--- src/logic/cdr_pkg.sv ---
package cdr_pkg;

	// Frame identifiers are a function base plus the node address.
	localparam logic [10:0] EMCY_ID_BASE = 11'h080;
	localparam logic [10:0] SDO_REQ_BASE = 11'h600;
	localparam logic [10:0] SDO_RSP_BASE = 11'h580;
	localparam logic [3:0] FRAME_DLC = 4'h8;

	// SDO command bytes.
	localparam logic [7:0] CMD_UPLOAD_REQ = 8'h40;
	localparam logic [7:0] CMD_UPLOAD_RSP = 8'h42;

	// Objects served by the responder.
	localparam logic [15:0] OBJ_CUR_ERR = 16'h3100;
	localparam logic [15:0] OBJ_ERR_HIST = 16'h1003;
	localparam logic [7:0] SUB_LAST_ERR = 8'h01;
	localparam logic [7:0] SUB_MODULE_OFS = 8'h01;

	// Emergency content.
	localparam logic [15:0] EMCY_MODULE_ERR = 16'hff03;
	localparam logic [15:0] EMCY_NO_ERR = 16'h0000;

	// Diagnostic bit positions inside the four module bytes.
	localparam int DIAG_SHORT_HIGH_Q4_BIT = 6;
	localparam int DIAG_TWO_CH_I12_BIT = 0;
	localparam int DIAG_EXT_ERR_BIT = 2;

	// Flash timing for the status LED.
	localparam int CLOCK_HZ = 125000000;
	localparam int FLASH_HZ = 1;
	localparam int FLASH_HALF_CYCLES = CLOCK_HZ / (2 * FLASH_HZ);
	localparam logic [7:0] RESET_BYTE = 8'h00;

	// One classic CAN data frame with eight bytes, byte 0 first.
	typedef struct packed {
		logic [10:0] id;
		logic [3:0] dlc;
		logic [7:0][7:0] data;
	} cdr_frame_t;

	// Four diagnostic bytes of a module, index 0 is the second diag byte.
	typedef struct packed {
		logic [7:0] diag_byte_five;
		logic [7:0] diag_byte_four;
		logic [7:0] diag_byte_three;
		logic [7:0] diag_byte_two;
	} cdr_diag_t;

	typedef enum logic [1:0] {
		CDR_LED_OFF,
		CDR_LED_RED,
		CDR_LED_GREEN
	} cdr_led_t;

endpackage : cdr_pkg

--- src/logic/cdr_responder.sv ---
`timescale 1ns/1ps

// Contract
// - Emergency frames use identifier 80 hex plus node address.
// - SDO responses use identifier 580 hex plus node address.
// - Emergency, request and response frames all carry eight data bytes.
// - Module error emergency starts with error code, low byte first.
// - Third emergency byte holds the current error register value.
// - Fourth emergency byte is module index; diagnostic bytes follow.
// - Bit 6 of second diag byte reports short to high on output 4.
// - Bit 0 of fourth diag byte reports two-channel error on inputs 1-2.
// - Expedited upload answered with command 42 hex.
// - Current-error subindex selects module at position subindex minus one.
// - Current-error data active low; cleared bit 2 of fifth byte: external.
// - Current-error cleared bit 0 of fourth byte: two-channel error.
// - History subindex 01 returns latest error diagnostic bytes.
// - Configuration required or incomplete: module LED flashes red at 1 Hz.
// - No process-data transfer yet: module LED red/green, network LED green.
// - All errors removed: emergency with zero code, register and bytes.
module cdr_responder #(
	parameter int MODULES = 16,
	parameter int FLASH_HALF = cdr_pkg::FLASH_HALF_CYCLES
) (
	input wire logic clock,
	input wire logic reset,
	input wire logic [6:0] node_address,
	// Error event from the module bus, same clock domain.
	input wire logic err_event,
	input wire logic [7:0] err_module_index,
	input wire cdr_pkg::cdr_diag_t err_diag,
	input wire logic [7:0] err_register,
	input wire logic all_errors_cleared,
	// Current diagnostic state of each module, active-high error bits.
	input wire cdr_pkg::cdr_diag_t [MODULES-1:0] module_diag,
	// Received frame from the CAN controller.
	input wire logic rx_valid,
	input wire cdr_pkg::cdr_frame_t rx_frame,
	// Transmit port toward the CAN controller.
	input wire logic tx_ready,
	output cdr_pkg::cdr_frame_t tx_frame,
	output logic tx_valid,
	// Status inputs and LEDs.
	input wire logic config_pending,
	input wire logic pdo_seen,
	input wire logic bus_ok,
	output cdr_pkg::cdr_led_t module_status_led,
	output cdr_pkg::cdr_led_t network_status_led,
	output logic supply_indicator_led
);

	cdr_pkg::cdr_frame_t tx_frame_r;
	logic tx_valid_r;
	cdr_pkg::cdr_frame_t emcy_pend_r;
	logic emcy_pend_valid_r;
	cdr_pkg::cdr_frame_t sdo_pend_r;
	logic sdo_pend_valid_r;
	cdr_pkg::cdr_diag_t hist_diag_r;
	cdr_pkg::cdr_led_t mod_led_r;
	cdr_pkg::cdr_led_t net_led_r;
	logic supply_led_r;
	logic [31:0] flash_cnt_r;
	logic flash_phase_r;

	logic req_hit;
	logic [15:0] req_index;
	logic [7:0] req_sub;
	logic [7:0] module_pos;
	cdr_pkg::cdr_frame_t sdo_rsp;
	logic req_known;
	logic req_take;
	logic tx_free;

	// Builds an identifier from a function base and the node address.
	function automatic logic [10:0] make_id(input logic [10:0] base,
		input logic [6:0] node);
		make_id = base + {4'h0, node};
	endfunction : make_id

	// Places four diagnostic bytes into data bytes 4..7 of a frame.
	function automatic logic [31:0] diag_bytes(input cdr_pkg::cdr_diag_t d);
		diag_bytes = {d.diag_byte_five, d.diag_byte_four,
			d.diag_byte_three, d.diag_byte_two};
	endfunction : diag_bytes

	// Current-error read of a module that exists. Subindex 0 would wrap
	// to position 255, so it is refused before the array is touched.
	function automatic logic cur_err_hit(input logic [15:0] index,
		input logic [7:0] sub);
		logic [7:0] pos;
		pos = sub - cdr_pkg::SUB_MODULE_OFS;
		cur_err_hit = index == cdr_pkg::OBJ_CUR_ERR && sub != 8'h00
			&& 32'(pos) < 32'(MODULES);
	endfunction : cur_err_hit

	// Read of the latest entry of the error history.
	function automatic logic hist_hit(input logic [15:0] index,
		input logic [7:0] sub);
		hist_hit = index == cdr_pkg::OBJ_ERR_HIST
			&& sub == cdr_pkg::SUB_LAST_ERR;
	endfunction : hist_hit

	// Request decode: own address, eight bytes and upload command only.
	assign req_index = {rx_frame.data[2], rx_frame.data[1]};
	assign req_sub = rx_frame.data[3];
	assign module_pos = req_sub - cdr_pkg::SUB_MODULE_OFS;
	assign req_hit = rx_valid
		&& rx_frame.id == make_id(cdr_pkg::SDO_REQ_BASE, node_address)
		&& rx_frame.dlc == cdr_pkg::FRAME_DLC
		&& rx_frame.data[0] == cdr_pkg::CMD_UPLOAD_REQ;

	// Only objects that this responder can answer are taken; anything else
	// is dropped silently, as no abort frame is generated.
	assign req_known = cur_err_hit(req_index, req_sub)
		|| hist_hit(req_index, req_sub);
	assign req_take = req_hit && req_known;

	// The transmit register may load while empty or while being drained.
	assign tx_free = !tx_valid_r || tx_ready;

	// Response assembly; unknown objects or modules are not answered.
	always_comb
	begin
		sdo_rsp = '0;
		sdo_rsp.id = make_id(cdr_pkg::SDO_RSP_BASE, node_address);
		sdo_rsp.dlc = cdr_pkg::FRAME_DLC;
		sdo_rsp.data[0] = cdr_pkg::CMD_UPLOAD_RSP;
		sdo_rsp.data[1] = rx_frame.data[1];
		sdo_rsp.data[2] = rx_frame.data[2];
		sdo_rsp.data[3] = req_sub;
		if (cur_err_hit(req_index, req_sub))
		begin
			// Current errors are returned inverted: cleared bit means error.
			sdo_rsp.data[7:4] = ~diag_bytes(module_diag[module_pos]);
		end
		else if (hist_hit(req_index, req_sub))
		begin
			sdo_rsp.data[7:4] = diag_bytes(hist_diag_r);
		end
	end

	// Pending SDO answer; a new request overwrites an unsent one.
	// A single slot keeps the area small; a master that sends a second
	// request before the first answer has left loses the first answer.
	always_ff @(posedge clock)
	begin
		if (reset)
		begin
			sdo_pend_r <= '0;
			sdo_pend_valid_r <= 1'b0;
		end
		else if (req_take)
		begin
			sdo_pend_r <= sdo_rsp;
			sdo_pend_valid_r <= 1'b1;
		end
		else if (sdo_pend_valid_r && !emcy_pend_valid_r && tx_free)
		begin
			sdo_pend_valid_r <= 1'b0;
		end
	end

	// Pending emergency frame and latest error history entry. A new error
	// wins over an all-clear in the same cycle, and a later error replaces
	// one that is still waiting, so only the newest emergency is kept.
	// The history keeps one entry, the one that subindex 01 returns.
	always_ff @(posedge clock)
	begin
		if (reset)
		begin
			emcy_pend_r <= '0;
			emcy_pend_valid_r <= 1'b0;
			hist_diag_r <= '0;
		end
		else if (err_event)
		begin
			emcy_pend_r.id <= make_id(cdr_pkg::EMCY_ID_BASE, node_address);
			emcy_pend_r.dlc <= cdr_pkg::FRAME_DLC;
			emcy_pend_r.data[0] <= cdr_pkg::EMCY_MODULE_ERR[7:0];
			emcy_pend_r.data[1] <= cdr_pkg::EMCY_MODULE_ERR[15:8];
			emcy_pend_r.data[2] <= err_register;
			emcy_pend_r.data[3] <= err_module_index;
			// Short on Q4 and two-channel bits ride in their diag bytes.
			emcy_pend_r.data[7:4] <= diag_bytes(err_diag);
			emcy_pend_valid_r <= 1'b1;
			hist_diag_r <= err_diag;
		end
		else if (all_errors_cleared)
		begin
			emcy_pend_r.id <= make_id(cdr_pkg::EMCY_ID_BASE, node_address);
			emcy_pend_r.dlc <= cdr_pkg::FRAME_DLC;
			emcy_pend_r.data <= {48'h0, cdr_pkg::EMCY_NO_ERR};
			emcy_pend_valid_r <= 1'b1;
		end
		else if (emcy_pend_valid_r && tx_free)
		begin
			emcy_pend_valid_r <= 1'b0;
		end
	end

	// Transmit stage; emergencies take priority over SDO answers. A frame
	// stands with its valid until the controller takes it, so a stalled
	// bus holds every later answer back in the pending registers.
	// The cost of one slot per source is that a waiting answer is replaced.
	always_ff @(posedge clock)
	begin
		if (reset)
		begin
			tx_frame_r <= '0;
			tx_valid_r <= 1'b0;
		end
		else if (tx_free)
		begin
			if (emcy_pend_valid_r)
			begin
				tx_frame_r <= emcy_pend_r;
				tx_valid_r <= 1'b1;
			end
			else if (sdo_pend_valid_r)
			begin
				tx_frame_r <= sdo_pend_r;
				tx_valid_r <= 1'b1;
			end
			else
			begin
				tx_valid_r <= 1'b0;
			end
		end
	end

	// Half-period counter for the 1 Hz flash.
	// A 32-bit count covers a slow half period at the full clock rate.
	always_ff @(posedge clock)
	begin
		if (reset)
		begin
			flash_cnt_r <= '0;
			flash_phase_r <= 1'b0;
		end
		else if (flash_cnt_r == 32'(FLASH_HALF - 1))
		begin
			flash_cnt_r <= '0;
			flash_phase_r <= !flash_phase_r;
		end
		else
		begin
			flash_cnt_r <= flash_cnt_r + 32'h1;
		end
	end

	// The supply indicator is lit from the first cycle out of reset.
	always_ff @(posedge clock)
	begin
		if (reset)
		begin
			supply_led_r <= 1'b0;
		end
		else
		begin
			supply_led_r <= 1'b1;
		end
	end

	// Network LED follows the bus state; green whenever the node is on line.
	always_ff @(posedge clock)
	begin
		if (reset)
		begin
			net_led_r <= cdr_pkg::CDR_LED_OFF;
		end
		else
		begin
			net_led_r <= bus_ok ? cdr_pkg::CDR_LED_GREEN
				: cdr_pkg::CDR_LED_OFF;
		end
	end

	// Module LED; configuration outranks the missing process data, so a
	// node that is both unconfigured and idle shows the red flash only.
	always_ff @(posedge clock)
	begin
		if (reset)
		begin
			mod_led_r <= cdr_pkg::CDR_LED_OFF;
		end
		else if (config_pending)
		begin
			mod_led_r <= flash_phase_r ? cdr_pkg::CDR_LED_RED
				: cdr_pkg::CDR_LED_OFF;
		end
		else if (!pdo_seen)
		begin
			// Red/green alternates on the same flash clock.
			mod_led_r <= flash_phase_r ? cdr_pkg::CDR_LED_RED
				: cdr_pkg::CDR_LED_GREEN;
		end
		else
		begin
			mod_led_r <= cdr_pkg::CDR_LED_GREEN;
		end
	end

	assign tx_frame = tx_frame_r;
	assign tx_valid = tx_valid_r;
	assign module_status_led = mod_led_r;
	assign network_status_led = net_led_r;
	assign supply_indicator_led = supply_led_r;

endmodule : cdr_responder

--- config.mk ---
export PLATFORM = sky130hd
export DESIGN_NAME = cdr_responder
export DESIGN_NICKNAME = d
export VERILOG_FILES = /design/src/logic/cdr_pkg.sv /design/src/logic/cdr_responder.sv
export SDC_FILE = /design/constraint.sdc
export NUM_CORES = 1
export LEC_CHECK = 0
export ABC_AREA = 0
export BUFFER_PORTS_ARGS = -buffer_cell sky130_fd_sc_hd__buf_2
export CORE_AREA = 2 2 290 292
export DETAILED_ROUTE_END_ITERATION = 6
export DIE_AREA = 0 0 292 294
export HOLD_SLACK_MARGIN = 0.12
export SYNTH_ARGS = -nofsm -noshare
export SYNTH_HDL_FRONTEND = slang
export SYNTH_SLANG_ARGS = --single-unit
export TNS_END_PERCENT = 5
--- constraint.sdc ---
create_clock -name clock -period 3.05 [get_ports clock]
set_clock_uncertainty 0.1 [all_clocks]
set_input_delay 0.305 -clock clock [delete_from_list [all_inputs] [get_ports clock]]
set_output_delay 0.305 -clock clock [all_outputs]
set_load 0.1 [all_outputs]
== Yosys cells after proc, flatten, opt, wreduce, memory -nomap -nowiden ==
Cells that the tools add are included.
Operators by class
  $add $sub $neg: 5
  magnitude comparators: 2
  equality and inequality tests: 7
  mux-type cells: 21
  bitwise operators: 1
  reductions and logical operators: 22
Operator list (count)
  $mux 79: 4
  $bmux 32 s4: 1
  $mux 32: 3
  $add 32x1->32 const B: 1
  $eq 32x26->1 const B: 1
  $not 32->32: 1
  $eq 16x13->1 const B: 1
  $eq 16x14->1 const B: 1
  $lt 8x5->1 const B: 2
  $add 10x8->11 const A: 1
  $add 11x7->11 const A: 1
  $eq 11x11->1: 1
  $logic_and 1x1->1: 10
  $add 8x7->9 const A: 1
  $mux 1: 9
  $eq 8x1->1 const B: 1
  $eq 8x7->1 const B: 1
  $mux 2: 4
  $reduce_bool 8->1: 1
  $sub 8x1->8 const B: 1
  $reduce_bool 2->1: 3
  $eq 4x4->1 const B: 1
  $logic_not 1->1: 3
  $reduce_bool 3->1: 1
  3 further kinds: 4
Word-level totals
  register bits: 291
  output and inout bits: 85
  logic and storage cells: 100

== Longest topological paths before layout ==
  word-level depth: 7
  depth in mapped cells: 13
  mapped depth without buffers: 8

== Worst setup path after synthesis ==
OpenSTA, ideal clock, no wires.
  path kind: in2reg
  start: input rx_frame[24] (netlist name)
  end: register sdo_pend_r[49] (netlist name)
  arrival: 2783 ps
  data required time: 2869 ps
  slack: 87 ps
  cell stages on the path: 12
  path buffers: 5
  path through: clkbuf_1 buf_2 buf_2 inv_1 ha_1 clkbuf_1 buf_1 mux4_2 nor2b_1 a21oi_1 a32oi_1 a211oi_2
Between the ends
  word-level cells in the longest chain between the ends: 5
  elaborated cells between the ends (all ways): 14
  those cells by class: 1 x add/sub; 1 x order compare; 1 x eq/ne; 4 x mux; 1 x bitwise; 6 x reduce/logical
RTL lines
  from (decl): line cdr_responder.sv:37  | input wire cdr_pkg::cdr_frame_t rx_frame,
  $sub 8x1->8 or $reduce_bool 8->1 (tied branches): line cdr_responder.sv:90, cdr_responder.sv:105, cdr_responder.sv:91
  $lt 8x5->1, or another cell as far along: line cdr_responder.sv:92  | && 32'(pos) < 32'(MODULES);
  $logic_and 1x1->1 or $mux 32 (tied branches): line cdr_responder.sv:92, cdr_responder.sv:133
  $logic_or 1x1->1 or $not 32->32 (tied branches): line cdr_responder.sv:114, cdr_responder.sv:133
  $logic_and 1x1->1 or $mux 32 (tied branches): line cdr_responder.sv:115, cdr_responder.sv:130
  to (signal assigned): line cdr_responder.sv:153  | sdo_pend_r <= sdo_rsp;
  to (decl): line cdr_responder.sv:55  | cdr_pkg::cdr_frame_t sdo_pend_r;
Several ways; a longest one is shown, not always the timed one. The select of a mux whose other input is x is not followed.
A chain may end at the register's enable or synchronous reset.

== Worst setup path after layout ==
  start: input rx_frame[28] (netlist name)
  end: register sdo_pend_r[70] (netlist name)
Between the ends
  word-level cells in the longest chain between the ends: 5
  elaborated cells between the ends (all ways): 9
  those cells by class: 1 x add/sub; 1 x order compare; 1 x eq/ne; 6 x reduce/logical
RTL lines
  $sub 8x1->8 or $reduce_bool 8->1 (tied branches): line cdr_responder.sv:90, cdr_responder.sv:91
  $lt 8x5->1 or $logic_and 1x1->1 (tied branches): line cdr_responder.sv:92, cdr_responder.sv:91
  $logic_and 1x1->1: line cdr_responder.sv:92
  $logic_or 1x1->1 *: line cdr_responder.sv:114  | || hist_hit(req_index, req_sub);
  $logic_and 1x1->1 *: line cdr_responder.sv:115  | assign req_take = req_hit && req_known;
Mark *: on every way between the ends. The rest lies on a longest branch, timed or not.

==> results.toml <==
[global_route]
grt_util_met2_pct = 27.1
met3_usage_pct = 5.50
grt_max_degree = 110
antenna_found_initial = 45
track_usage_pct = 16.4
busiest_layer = "met2"
globalRoute.totalOverflow = 0
use_met1_pct = 20.4
grt_pass1_wl_um = 102000
grt_pass1_vias = 14400

[clock_network]
cts_sinks = 260
cts.path.max_buffers = 3
clk_pin_slew_worst_paths_ps = 60
clk-insertion-delay-late_ps = 590
cts_tree = "done"
cts_max_level = 1
cts_root_buf = "clkbuf_16"
postCtsSetupRepairBufs = 0
cts_made_buffers = 30

[setup_path]
rr_startpoint = "flash_cnt_r[0]"
cpPeakStageDelay_ps = 850
regToRegSetupSlack_ps = 720
cpMostUsedCell = "dlygate4sd3_1"
critPathTopFamily = "compound AO/OA/AOI/OAI gates"
critPathCaptureType = "flip-flop"
crit_arrival_ps = 3260
worstPathCellList = "dlygate4sd3_1 > buf_2 > nor3_4 > a21o_1 > a2111oi_4 > o21ai_4 > nand2_1 > a21oi_1 > dlygate4sd3_1"
rr_endpoint = "flash_cnt_r[22]"
rr_worst_depth = 5
cpMaxStageDelayCell = "o21ai_4"
cp.buffers_inverters = 3
worstSetupPathType = "primary input to flip-flop"
cp_max_fo = 31
cp.required_ps = 3490
start_kind = "primary input"

[place]
globalplace.congestion = 0.954
portBuffers = 697
pre_cts_ws_ps = 156
dp_hpwl_um = 58600

[layout]
fin_nets = 2823
multiInputGateArea_um2 = 8450
area_growth_pct = 47.5
drive_gt1_share_pct = 44.3
fillCellCount = 8972
seq_area_um2 = 5210

[synth]
synth_area_leaders = "dfxtp_1, mux4_2, a21oi_1"
yosysTopAreaCellShare_pct = 36.5
synth_area_um2 = 14200
synth.distinct_cells = 45
synth_area_per_cell_um2 = 9.91
synth-main-ff-cell = "dfxtp_1"
ys_ff_latch = 260
syn_inst = 1438
ys_seq_area_share_pct = 36.5
yosysWarnings = 0
synth_most_common_cell = "dfxtp_1"
synthArstFlopShare_pct = 0
ys_top_cells_by_count = "dfxtp_1, nor2_1, a21oi_1, mux4_2, nand2_1"
synth_top_cell_by_area = "dfxtp_1"
synth_edf_count = 0

[route]
via_per_inst = 4.44
drc = 0
drt_iter0_drc = 741
antenna_left = 0
routed_wl_um = 73600
first_pass_iters = 7
wl_per_cell_um = 22.4
via_count = 14600

[sta]
rsz0062_at_grt = "false"
slew_headroom_pct = 24.8
fin_ws_ps = 227
fin_tns_setup_ps = 0
drv_slew = 0
final-hold-violation-count = 0
worstMarginPinSlew_ps = 1120
finalCriticalPeriod_ps = 2820
fmax_mhz = 354
finalCritPeriodShare_pct = 92.6
setup_viol = 0

[power]
switchingPower_mw = 3.19
irDropWorstVdd_uv = 410
p_per_area_nw_per_um2 = 469
p_clk_share_pct = 38.1
combinationalPowerShare_pct = 25.4
p_int_mw = 6.68
pwr-share-seq_pct = 36.5
p_sw_share_pct = 32.3
p_leak_nw = 8.46
p_total_mw = 9.86

[run]
max_cap_violations = 0

[floorplan]
dieHeight_um = 294
die_area_um2 = 85800
die_w_um = 292
rows = 106
initial_utilization_pct = 17.2
coreArea_um2 = 82900
io_pins = 740

[min_path]
hp-start = "rx_frame[24]"
min_to = "sdo_pend_r[24]"
hp-class = "primary input to flip-flop"
hold_depth = 5

[outcome]
outcome = "finished, final reports clean"
[cell type report]
cell class,count,share of cell area (%)
Antenna cell,21,0.250
Timing Repair Buffer,828,23.2
Inverter,11,0.196
Clock buffer,42,4.07
Sequential cell,260,24.8
Clock inverter,14,0.846
Tap cell,1080,6.43
Multi-Input combinational cell,1034,40.2
[power by group through the flow]
stage	registers [mW]	clock network (mW)	logic [mW]
floorplan	4.12	0	0.993
global placement	3.68	0	2.42
detailed placement	3.68	0	2.44
CTS	3.61	3.89	2.53
global route	3.62	4.04	2.64
finish	3.61	3.76	2.50
[worst register-to-register path, delay by kind of cell, from the launching register on]
family	cells	cell delay, ps
AND/OR/NAND/NOR	4	1410
flip-flops	1	390
adder cells (fa/ha/maj)	1	290
[per-layer routing]
metal	share of wire [%]	wire length, um	vias up
met5	0.24	175	-
met1	42	30600	7052
li1	-	-	6794
met2	46	34100	618
met3	9.2	6790	121
met4	2.8	2040	28
[what timing repair did]
item | 4_1_cts | 5_1_grt
endpoints found under the hold margin | 128 | 0
resized for setup | 0 | 0
hold buffers | 83 | 0
[registers in the layout, indices dropped and copies added (netlist names)]
name                  flops
emcy_pend_r              57
emcy_pend_valid_r         1
flash_cnt_r              32
flash_phase_r             1
hist_diag_r              32
module_status_led         2
network_status_led        1
sdo_pend_r               64
sdo_pend_valid_r          1
supply_indicator_led      1
tx_frame                 67
tx_valid                  1
[per-stage QoR]
step	hold WS, ps	cells	cell area, um2	utilization (%)
after floorplan	283	1447	14300	-
after global placement	337	3130	19100	23.0
after detailed placement	345	3130	19100	23.0
after CTS	275	3269	21000	25.3
after global routing	310	3275	21000	25.3
final	289	3290	21000	25.3
[worst max path at each step]
stage	cells after the start	to	slack (ps)	start
final	9	sdo_pend_r[70]	230	rx_frame[28]
after global routing	9	sdo_pend_r[70]	70	rx_frame[28]
after CTS	9	sdo_pend_r[70]	240	rx_frame[28]
after detailed placement	9	sdo_pend_r[21]	160	rx_frame[25]
after global placement	9	sdo_pend_r[25]	220	rx_frame[25]
after floorplan	12	sdo_pend_r[49]	90	rx_frame[24]
[cells by family (layout without fill, tap and decap cells)]
group / after synthesis / count (layout) / share of synthesized area (%)
flops: 260 / 260 / 36.5
other cells: 1 / 31 / 0.0263
compound gates: 323 / 323 / 15.9
xor+xnor: 39 / 39 / 2.40
mux: 184 / 184 / 24.2
buf+inv: 153 / 895 / 4.86
simple gates: 475 / 475 / 15.8
fa+ha+maj: 3 / 3 / 0.264
[cells in the final DEF (no fill, tap or decap), drive strengths merged, types with 18 or more instances in the layout]
| cell | n |
|---|---|
| buf | 744 |
| dfxtp | 260 |
| nor2 | 174 |
| a21oi | 156 |
| mux4 | 128 |
| nand2 | 125 |
| a211oi | 89 |
| dlygate4sd3 | 83 |
| mux2i | 56 |
| clkbuf | 43 |
| nor2b | 35 |
| nand2b | 34 |
| a32oi | 33 |
| a22oi | 32 |
| nor3b | 26 |
| xnor2 | 22 |
| diode | 21 |
| and3 | 20 |
| nand3 | 18 |
Power figures use the tool's default switching activity.
